==> config.mk <==
export PLATFORM = sky130hd
export DESIGN_NAME = twp_ctrl
export DESIGN_NICKNAME = d
export VERILOG_FILES = /design/src/rtl/twp_pkg.sv /design/src/rtl/twp_ctrl.sv
export SDC_FILE = /design/constraint.sdc
export NUM_CORES = 1
export LEC_CHECK = 0
export ABC_AREA = 1
export BUFFER_PORTS_ARGS = -buffer_cell sky130_fd_sc_hd__buf_2
export CORE_MARGIN = 2
export CORE_UTILIZATION = 35
export CTS_CLUSTER_DIAMETER = 30
export CTS_CLUSTER_SIZE = 24
export DETAILED_ROUTE_END_ITERATION = 10
export SETUP_SLACK_MARGIN = 0.4
export SYNTH_ARGS = -nofsm -noshare
export SYNTH_HDL_FRONTEND = slang
export SYNTH_SLANG_ARGS = --single-unit
==> constraint.sdc <==
create_clock -name core_clk -period 4 [get_ports core_clk]
set_input_delay 0.2 -clock core_clk [delete_from_list [all_inputs] [get_ports core_clk]]
set_output_delay 0.2 -clock core_clk [all_outputs]
set_load 0.05 [all_outputs]
==> src/rtl/twp_pkg.sv <==
// package: register map, field positions and reset values of the timer/port control block
package twp_pkg;
    localparam logic [3:0] A_TIMER_CTRL   = 4'h1;
    localparam logic [3:0] A_PORT5_DIR    = 4'h5;
    localparam logic [3:0] A_PORT6_DIR    = 4'h6;
    localparam logic [3:0] A_PRESCALE_CNT = 4'ha;
    localparam logic [3:0] A_PULLDOWN     = 4'hb;
    localparam logic [3:0] A_OPENDRAIN    = 4'hc;
    localparam logic [3:0] A_PULLUP       = 4'hd;
    localparam logic [3:0] A_WDT_PIN      = 4'he;
    localparam logic [3:0] A_IRQ_MASK     = 4'hf;
    // chosen: tick counter value, port data, irq flags (read = flags & mask)
    localparam logic [3:0] A_TICK_COUNT   = 4'h0;
    localparam logic [3:0] A_PORT5_DATA   = 4'h7;
    localparam logic [3:0] A_PORT6_DATA   = 4'h8;
    localparam logic [3:0] A_IRQ_FLAGS    = 4'h9;

    localparam int B_PAB  = 3;
    localparam int B_TE   = 4;
    localparam int B_TS   = 5;
    localparam int B_GIE  = 6;
    localparam int B_ROC  = 4;
    localparam int B_EIS  = 6;
    localparam int B_WATCHDOG_ENABLE = 7;
    localparam int B_TOV  = 0;
    localparam int B_PCH  = 1;
    localparam int B_EXT  = 2;

    localparam logic [7:0] RST_CTRL   = 8'hbf;
    localparam logic [7:0] RST_ONES   = 8'hff;
    localparam logic [7:0] RST_ZERO   = 8'h00;
    localparam logic [7:0] RST_WDTPIN = 8'h80;
    localparam logic [7:0] P5_MASK    = 8'h0f;
    localparam logic [7:0] PD_MASK    = 8'hf7;
    localparam logic [7:0] WP_MASK    = 8'hd0;
    localparam logic [7:0] IRQ_MASK_W = 8'h07;

    // watchdog base period in microseconds, turned into oscillator ticks below
    localparam int WDT_PERIOD_US = 18000;
    localparam int WDT_OSC_KHZ   = 1;   // watchdog rc oscillator sample rate
    localparam int WDT_BASE = WDT_PERIOD_US * WDT_OSC_KHZ / 1000;
endpackage

==> src/rtl/twp_ctrl.sv <==
// timer, watchdog, prescaler and port control register bank
`timescale 1ns/1ps
`default_nettype none
// Function
// - select code sets doubling prescale ratio
// - assign bit gives prescaler to counter/watchdog
// - edge bit: 0 rising, 1 falling
// - source bit: instruction clock or pin
// - global enable cleared/set by instructions
// - direction 1 high-z, 0 output
// - prescaler count readable, counts down
// - pull-down enables active low, bit3 unused
// - open-drain bit per port6 pin
// - pull-up enables active low per pin
// - watchdog enable bit
// - pin function: io or external interrupt
// - interrupt path blocked unless pin function set
// - resistor option reads p50/p51 strap
// - mask bits enable each interrupt source
// - one shared 8-bit prescaler counter
// - counter write clears prescaler when assigned
// - watchdog clear/sleep clear watchdog, prescaler when assigned to it
// - counter counts per instruction cycle or pin edge, per prescaler pulse when assigned
// - watchdog on own oscillator resets on timeout
// - port6 change interrupts or wakes
// - port6 change flag set, software clears
// - overflow flag set, software clears
// - control resets to ones except gie
module twp_ctrl
(
    input  wire logic       core_clk,
    input  wire logic       rst_n,
    input  wire logic [3:0] reg_addr,
    input  wire logic [7:0] reg_wdata,
    input  wire logic       reg_wr,
    input  wire logic       reg_rd,
    output logic      [7:0] reg_rdata,
    input  wire logic       irq_enable_instr,
    input  wire logic       irq_disable_instr,
    input  wire logic       irq_return_instr,
    input  wire logic       irq_taken,
    input  wire logic       watchdog_clear_instr,
    input  wire logic       sleep_instr,
    input  wire logic       sleeping,
    input  wire logic       wdt_osc_tick,
    input  wire logic       tick_pin,
    input  wire logic [3:0] port5_in,
    input  wire logic [7:0] port6_in,
    input  wire logic [1:0] ropt_pin,
    output logic      [3:0] port5_out,
    output logic      [3:0] port5_oe,
    output logic      [7:0] port6_out,
    output logic      [7:0] port6_oe,
    output logic      [7:0] pulldown_en,
    output logic      [7:0] pullup_en,
    output logic            irq_req,
    output logic            wake_req,
    output logic            wdt_reset
);
    // ------------------------------------------------------------
    // input synchronisers
    // ------------------------------------------------------------
    // no reset on the sync flops: they flush within three cycles
    logic [14:0] sync1_q;
    logic [14:0] sync2_q;
    logic [2:0]  wsync_q;
    always_ff @(posedge core_clk)
    begin
        sync1_q <= {ropt_pin, tick_pin, port5_in, port6_in};
        sync2_q <= sync1_q;
        wsync_q <= {wsync_q[1:0], wdt_osc_tick};
    end
    logic [7:0] p6_s;
    logic [3:0] p5_s;
    logic       tpin_s;
    logic [1:0] ropt_s;
    assign p6_s   = sync2_q[7:0];
    assign p5_s   = sync2_q[11:8];
    assign tpin_s = sync2_q[12];
    assign ropt_s = sync2_q[14:13];
    // rising edge of the synchronised watchdog oscillator
    logic wdt_edge;
    assign wdt_edge = wsync_q[1] & ~wsync_q[2];

    // ------------------------------------------------------------
    // registers
    // ------------------------------------------------------------
    logic [7:0] ctrl_q;
    logic [7:0] p5dir_q;
    logic [7:0] p6dir_q;
    logic [7:0] pd_q;
    logic [7:0] od_q;
    logic [7:0] pu_q;
    logic [7:0] wp_q;
    logic [7:0] mask_q;
    logic [3:0] p5dat_q;
    logic [7:0] p6dat_q;
    function automatic logic wr_at(input logic [3:0] a);
        wr_at = reg_wr && reg_addr == a;
    endfunction
    function automatic logic rd_at(input logic [3:0] a);
        rd_at = reg_rd && reg_addr == a;
    endfunction

    always_ff @(posedge core_clk)
    begin
        if (!rst_n)
        begin
            ctrl_q  <= twp_pkg::RST_CTRL;
            p5dir_q <= twp_pkg::P5_MASK;
            p6dir_q <= twp_pkg::RST_ONES;
            pd_q    <= twp_pkg::PD_MASK;
            od_q    <= twp_pkg::RST_ZERO;
            pu_q    <= twp_pkg::RST_ONES;
            wp_q    <= twp_pkg::RST_WDTPIN;
            mask_q  <= twp_pkg::RST_ZERO;
            p5dat_q <= 4'h0;
            p6dat_q <= twp_pkg::RST_ZERO;
        end
        else
        begin
            if (wr_at(twp_pkg::A_TIMER_CTRL))
                ctrl_q <= reg_wdata;
            else if (irq_disable_instr || irq_taken)
                ctrl_q[twp_pkg::B_GIE] <= 1'b0;
            else if (irq_enable_instr || irq_return_instr)
                ctrl_q[twp_pkg::B_GIE] <= 1'b1;
            if (wr_at(twp_pkg::A_PORT5_DIR))
                p5dir_q <= reg_wdata & twp_pkg::P5_MASK;
            if (wr_at(twp_pkg::A_PORT6_DIR))
                p6dir_q <= reg_wdata;
            if (wr_at(twp_pkg::A_PULLDOWN))
                pd_q <= reg_wdata & twp_pkg::PD_MASK;
            if (wr_at(twp_pkg::A_OPENDRAIN))
                od_q <= reg_wdata;
            if (wr_at(twp_pkg::A_PULLUP))
                pu_q <= reg_wdata;
            if (wr_at(twp_pkg::A_WDT_PIN))
                wp_q <= reg_wdata & twp_pkg::WP_MASK;
            if (wr_at(twp_pkg::A_IRQ_MASK))
                mask_q <= reg_wdata & twp_pkg::IRQ_MASK_W;
            if (wr_at(twp_pkg::A_PORT5_DATA))
                p5dat_q <= reg_wdata[3:0];
            if (wr_at(twp_pkg::A_PORT6_DATA))
                p6dat_q <= reg_wdata;
        end
    end

    // ------------------------------------------------------------
    // pins
    // ------------------------------------------------------------
    logic ext_irq_pin_select;
    assign ext_irq_pin_select = wp_q[twp_pkg::B_EIS];
    assign port5_out   = p5dat_q;
    assign port5_oe    = ~p5dir_q[3:0];
    // open drain only sinks: enable falls away while the data bit is 1
    assign port6_out   = p6dat_q & ~od_q;
    assign port6_oe    = ~p6dir_q & ~(od_q & p6dat_q);
    assign pulldown_en = ~pd_q & twp_pkg::PD_MASK;
    assign pullup_en   = ~pu_q;

    // ------------------------------------------------------------
    // shared prescaler, tick counter and watchdog
    // ------------------------------------------------------------
    logic [7:0] psc_q;
    logic [7:0] tick_q;
    logic [7:0] wdt_q;
    logic       tpin_d1_q;
    logic       prescale_assign;
    logic       ts;
    assign prescale_assign = ctrl_q[twp_pkg::B_PAB];
    assign ts  = ctrl_q[twp_pkg::B_TS];
    logic [2:0] psel;
    assign psel = ctrl_q[2:0];

    always_ff @(posedge core_clk)
    begin
        if (!rst_n)
            tpin_d1_q <= 1'b0;
        else
            tpin_d1_q <= tpin_s;
    end
    logic       pin_edge;
    logic       tick_src;
    logic       wdt_src;
    assign pin_edge = ctrl_q[twp_pkg::B_TE] ? (tpin_d1_q & ~tpin_s)
                                            : (~tpin_d1_q & tpin_s);
    assign tick_src = ts ? pin_edge : 1'b1;
    assign wdt_src  = wdt_edge;

    // down counter: a prescaled pulse when the selected low bits all zero
    logic       psc_in;
    logic       psc_out;
    logic [7:0] lowmask;
    assign psc_in  = prescale_assign ? wdt_src : tick_src;
    // tick ratio 2^(sel+1), watchdog ratio 2^sel
    assign lowmask = prescale_assign ? ((8'h01 << psel) - 8'h01)
                         : ((8'h02 << psel) - 8'h01);
    assign psc_out = psc_in && ((psc_q & lowmask) == 8'h00);
    logic       psc_clr;
    logic       tick_inc;
    logic       wdt_inc;
    logic       wdt_clr;
    assign wdt_clr  = watchdog_clear_instr || sleep_instr;
    assign psc_clr  = (!prescale_assign && wr_at(twp_pkg::A_TICK_COUNT))
                   || (prescale_assign && wdt_clr);
    assign tick_inc = prescale_assign ? tick_src : psc_out;
    assign wdt_inc  = prescale_assign ? psc_out : wdt_src;

    always_ff @(posedge core_clk)
    begin
        if (!rst_n)
            psc_q <= twp_pkg::RST_ZERO;
        else if (psc_clr)
            psc_q <= twp_pkg::RST_ZERO;
        else if (psc_in)
            psc_q <= psc_q - 8'h01;
    end

    logic tick_ovf;
    assign tick_ovf = tick_inc && tick_q == twp_pkg::RST_ONES;
    always_ff @(posedge core_clk)
    begin
        if (!rst_n)
            tick_q <= twp_pkg::RST_ZERO;
        else if (wr_at(twp_pkg::A_TICK_COUNT))
            tick_q <= reg_wdata;
        else if (tick_inc)
            tick_q <= tick_q + 8'h01;
    end

    logic       wdt_en;
    logic       wdt_to;
    assign wdt_en = wp_q[twp_pkg::B_WATCHDOG_ENABLE];
    assign wdt_to = wdt_en && wdt_inc
                 && wdt_q == 8'(twp_pkg::WDT_BASE - 1);
    always_ff @(posedge core_clk)
    begin
        if (!rst_n)
        begin
            wdt_q     <= twp_pkg::RST_ZERO;
            wdt_reset <= 1'b0;
        end
        else
        begin
            // counts in sleep too; only a clear, a disable or a timeout restarts it
            if (wdt_clr || !wdt_en || wdt_to)
                wdt_q <= twp_pkg::RST_ZERO;
            else if (wdt_inc)
                wdt_q <= wdt_q + 8'h01;
            wdt_reset <= wdt_to;
        end
    end

    // ------------------------------------------------------------
    // interrupt flags
    // ------------------------------------------------------------
    logic [7:0] p6_last_q;
    logic       ext_last_q;
    logic [2:0] flag_q;
    logic       p6_chg;
    logic       ext_fall;
    assign p6_chg   = (p6_s & p6dir_q) != (p6_last_q & p6dir_q);
    assign ext_fall = ext_irq_pin_select && ext_last_q && !p6_s[0];
    always_ff @(posedge core_clk)
    begin
        if (!rst_n)
        begin
            p6_last_q  <= twp_pkg::RST_ZERO;
            ext_last_q <= 1'b1;
            flag_q     <= 3'h0;
        end
        else
        begin
            // port6 read re-arms the change compare
            if (rd_at(twp_pkg::A_PORT6_DATA))
                p6_last_q <= p6_s;
            ext_last_q <= p6_s[0];
            // set wins over a same-cycle clear
            if (wr_at(twp_pkg::A_IRQ_FLAGS))
                flag_q <= flag_q & reg_wdata[2:0];
            if (tick_ovf)
                flag_q[twp_pkg::B_TOV] <= 1'b1;
            if (p6_chg && !rd_at(twp_pkg::A_PORT6_DATA))
                flag_q[twp_pkg::B_PCH] <= 1'b1;
            if (ext_fall)
                flag_q[twp_pkg::B_EXT] <= 1'b1;
        end
    end
    logic [2:0] act;
    assign act      = flag_q & mask_q[2:0];
    assign irq_req  = ctrl_q[twp_pkg::B_GIE] && act != 3'h0;
    assign wake_req = sleeping && act[twp_pkg::B_PCH];

    // ------------------------------------------------------------
    // read port
    // ------------------------------------------------------------
    logic [7:0] rd_d;
    logic [3:0] p5_view;
    logic       resistor_option_enable;
    assign resistor_option_enable = wp_q[twp_pkg::B_ROC];
    // unmapped addresses read as zero, so software sees no stale data
    always_comb
    begin
        p5_view = p5_s;
        if (resistor_option_enable)
            p5_view[1:0] = ropt_s;
        case (reg_addr)
            twp_pkg::A_TICK_COUNT:   rd_d = tick_q;
            twp_pkg::A_TIMER_CTRL:   rd_d = ctrl_q;
            twp_pkg::A_PORT5_DIR:    rd_d = p5dir_q;
            twp_pkg::A_PORT6_DIR:    rd_d = p6dir_q;
            twp_pkg::A_PORT5_DATA:   rd_d = {4'h0, p5_view};
            twp_pkg::A_PORT6_DATA:   rd_d = p6_s;
            twp_pkg::A_IRQ_FLAGS:    rd_d = {5'h00, act};
            twp_pkg::A_PRESCALE_CNT: rd_d = psc_q;
            twp_pkg::A_PULLDOWN:     rd_d = pd_q;
            twp_pkg::A_OPENDRAIN:    rd_d = od_q;
            twp_pkg::A_PULLUP:       rd_d = pu_q;
            twp_pkg::A_WDT_PIN:      rd_d = wp_q;
            twp_pkg::A_IRQ_MASK:     rd_d = mask_q;
            default:                 rd_d = twp_pkg::RST_ZERO;
        endcase
    end
    always_ff @(posedge core_clk)
    begin
        if (!rst_n)
            reg_rdata <= twp_pkg::RST_ZERO;
        else if (reg_rd)
            reg_rdata <= rd_d;
        else
            reg_rdata <= twp_pkg::RST_ZERO;
    end

    // ------------------------------------------------------------
    // checks
    // ------------------------------------------------------------
    a_gie_clear: assert property (
        @(posedge core_clk) disable iff (!rst_n)
        (irq_disable_instr && !reg_wr) |=> !ctrl_q[twp_pkg::B_GIE])
        else $error("gie not cleared");
    a_ctrl_reset: assert property (
        @(posedge core_clk)
        !rst_n |=> ctrl_q == twp_pkg::RST_CTRL)
        else $error("control reset value wrong");
    a_psc_clear: assert property (
        @(posedge core_clk) disable iff (!rst_n)
        (!prescale_assign && wr_at(twp_pkg::A_TICK_COUNT)) |=> psc_q == 8'h00)
        else $error("prescaler not cleared on counter write");
    a_wdt_clear: assert property (
        @(posedge core_clk) disable iff (!rst_n)
        (prescale_assign && wdt_clr) |=> psc_q == 8'h00 && wdt_q == 8'h00)
        else $error("watchdog clear failed");
    a_tick_wrap: assert property (
        @(posedge core_clk) disable iff (!rst_n)
        tick_ovf && !reg_wr |=> tick_q == 8'h00
            && flag_q[twp_pkg::B_TOV])
        else $error("overflow wrap wrong");
    a_psc_down: assert property (
        @(posedge core_clk) disable iff (!rst_n)
        (psc_in && !psc_clr) |=> psc_q == $past(psc_q) - 8'h01)
        else $error("prescaler not counting down");
    a_dir_oe: assert property (
        @(posedge core_clk) disable iff (!rst_n)
        (p5dir_q[3:0] & port5_oe) == 4'h0
            && (p6dir_q & port6_oe) == 8'h00)
        else $error("input pin driven");
    a_ext_block: assert property (
        @(posedge core_clk) disable iff (!rst_n)
        (!ext_irq_pin_select && !reg_wr) |=> !flag_q[twp_pkg::B_EXT]
            || $past(flag_q[twp_pkg::B_EXT]))
        else $error("ext irq while pin function off");
    a_irq_gate: assert property (
        @(posedge core_clk) disable iff (!rst_n)
        irq_req |-> ctrl_q[twp_pkg::B_GIE]
            && (flag_q & mask_q[2:0]) != 3'h0)
        else $error("irq without enabled flag");
endmodule
`default_nettype wire

==> impl_results.md <==
- Longest Clk Path Bufs: 2
- Worst skew pair latency: 0.43 ns
- Wire per inst: 16.7 um
- CTS tree: yes
- Vias per Instance: 5.02
- Critical Path Source Type: flip-flop
- Synth warn: 0
- Pwr Total: 3.33 mW
- HPWL Detailed: 13900 um
- Hold Fails Final Rpt: 0
- Clock Skew: a little under 0.01 ns
- Number of port buffers: 88
- Register bit total from synthesis: 140
- Commonest non-fill, non-tap cell in the layout: dfxtp_1
- CTS Root Cell: clkbuf_16
- Power density cells: 437 nW/um2
- Setup TNS: 0 ns
- Final ANT Viol Nets: 0
- Sequential area share after synthesis: 44.8%
- P&R area growth vs syn: 21.9%
- Worst setup EP type: flip-flop
- Critical path data required time: around 4.3 ns
- Register area: 2800 um2
- # setup viols final: 0
- Synth Instances: 804
- Placed insts: roughly 1100
- Initial drt markers: 556
- CTS clk-pin slew, worst paths: 0.06 ns
- Largest net degree at the start of global routing: 40
- CP most frequent cell: nand2_1
- VDD IR max: 0.000321 V
- Final Max Slew Viols: 0
- Drt total wl: 19000 um
- Commonest non-fill, non-tap cells in the layout: dfxtp_1, nand2_1, inv_1
- Syn_nets: 850
- Tcrit/Tclk final: between 60% and 70%
- EDFF count, synth: 0
- DRC: 0
- Remaining Overflow, GRT: 0
- Post-Syn Area: 6250 um2
- Predominant post-synthesis flop cell: dfxtp_1
- Final min period: 2.42 ns
- Post-CTS sizing: 0
- FMAX: 0.414 GHz
- Htree depth: 4
- Number of global-route vias before repair: slightly above 5000
- Syn_area_per_cell: around 7.8 um2
- Final Cell Area: 7620 um2
- WS Path Type: reg2reg
- Core Rows: 48
- First-pass GRT wire length: 29000 um
- Hold slack: 0.0827 ns
- Sink Count: 140
- Max incr delay on CP: 0.45 ns
- Core area: 17400 um2
- Die W: 138 um
- Slew @ Worst Pin: 0.902 ns
- Post-CTS setup buffer count: 0
- Die Y: 138 um
- Layout cell share with drive strength beyond 1: 20.2%
- Critical Path AT: 2.74 ns
- Maxcap violations: 0
- Ant. Diodes: 0
- Synth async-reset ratio: 0%
- Relative slew slack: 39.6%
- Initial antenna violation count: 0
- Non-filler cells in the finished layout: 1140
- Critical path cell sequence: ha_1 > nand3_2 > ha_1 > inv_1 > nor2_2 > nand2_2 > nor2_4 > nand2_1 > nand2_1 > nor2_2 > nor2_4 > nand2_4 > nand2_4 > nand2_2 > nand2_1 > a21oi_2
- Tot GR Track Use: around a fifth
- RSZ-0062 raised after global routing: false
- I/O Pins: 90
- Multi-input gate area: 2880 um2
- Die ar.: between 15000 and 20000 um2
- Fill count: 1721
- Placed Area: 6870 um2
- Min-Delay Path Class: in2reg
- Slowest CP cell: dfxtp_1
- CTS Buf Count: 17
- Via Count: 5728
- Final net count: 948
- Synth unique cells: 46
- CP max FO: 10
- Leak pwr: 3.37 nW
- Status: finished clean
- Initial core utilization: a little over a third
- Router iterations before antenna repair: 5
- RePlAce Congestion: 0.952
-- per-layer routing --
layer  share of wire, %  vias up  routed length [um]  GRT usage, %
li1                   -     2883                   -             -
met4                2.5        0                 470          7.79
met2                 43      211                8220          30.3
met5                  0        -                   0             0
met3                8.0       34                1520          5.59
met1                 46     2600                8800          28.8
-- cells by family (layout without fill, tap and decap cells) --
kind of cell | Yosys count | count (layout) | synth area share (%)
compound gates | 210 | 210 | 20.2
flops | 140 | 140 | 44.8
fa+ha+maj | 7 | 7 | 1.40
xor+xnor | 13 | 13 | 1.82
simple gates | 293 | 293 | 22.6
other cells | 1 | 1 | 0.0600
buf+inv | 140 | 251 | 9.06
-- stage by stage --
step / utilization, % / setup slack [ns]
final: 43.9 / 1.58
after global routing: 43.9 / 1.41
after CTS: 43.9 / 1.58
after detailed placement: 39.6 / 1.59
after global placement: 39.6 / 1.64
after floorplan: - / 1.83
-- what timing repair did --
action / 4_1_cts / 5_1_grt
endpoints found under the hold margin: 16 / 0
endpoints found under the setup margin: 0 / 0
hold buffers: 16 / 0
-- sequential cells by signal, indices dropped and copies added (netlist names), 4 cells and up --
register / cells
ctrl_q: 8
od_q: 8
p5dir_q: 4
p6_last_q: 8
p6dat_q: 8
p6dir_q: 8
pd_q: 7
port5_out: 4
psc_q: 8
pu_q: 8
reg_rdata: 8
sync1_q: 15
sync2_q: 15
tick_q: 8
wdt_q: 8
-- synthesized netlist by cell type, types with 4 or more instances --
master / count / area share, %
a221oi_1: 7 / 0.98
ha_1: 7 / 1.4
dfxtp_1: 140 / 45
nand4_1: 12 / 1.2
buf_2: 5 / 0.40
nor2_2: 7 / 0.70
o211ai_1: 23 / 2.8
nand2_2: 16 / 1.6
o22ai_1: 13 / 1.3
a211oi_1: 4 / 0.48
clkbuf_1: 20 / 1.2
nand3_2: 5 / 0.80
xor2_1: 10 / 1.4
nand2_4: 4 / 0.72
nand3_1: 50 / 4.0
a21oi_2: 17 / 2.4
nor2_1: 53 / 3.2
nand2_1: 126 / 7.6
a21oi_1: 75 / 6.0
nor3_1: 9 / 0.72
o21ai_0: 58 / 4.6
inv_1: 108 / 6.5
-- power breakdown --
| part | internal (mW) | switching (mW) | total, mW | leakage (nW) |
|---|---|---|---|---|
| registers | 1.44 | 0.0295 | 1.46 | 1.15 |
| clock network | 0.896 | 0.685 | 1.58 | 0.285 |
| logic | 0.0845 | 0.202 | 0.287 | 1.94 |
| total | 2.42 | 0.916 | 3.33 | 3.37 |
-- worst max-delay path: cells and delay by family (launching register included) --
kind                       cells  cell delay [ns]
and+or+nand+nor               12             1.17
adders and majority gates      2             0.55
buffers and inverters          1             0.06
AOI/OAI and AO/OA              1             0.06
DFF                            1             0.45
-- worst paths after layout --
check                         start          to  slack [ns]  cells after the start
setup / recovery          ctrl_q[3]    wdt_q[0]        1.58                     16
hold / removal    irq_disable_instr   ctrl_q[6]        0.08                      4
setup reg to reg          ctrl_q[3]    wdt_q[0]        1.58                     16
hold reg to reg          sync1_q[2]  sync2_q[2]        0.33                      0
-- final cells by class --
cell class,instances,area share (%)
multi-input cells,524,37.8
repair buffers,108,8.27
well taps,225,3.69
clock buffers,18,5.76
clock inverters,14,2.02
flip-flops and latches,140,36.8
inverters,111,5.63
Note: power is estimated with default switching activity, not from simulation.
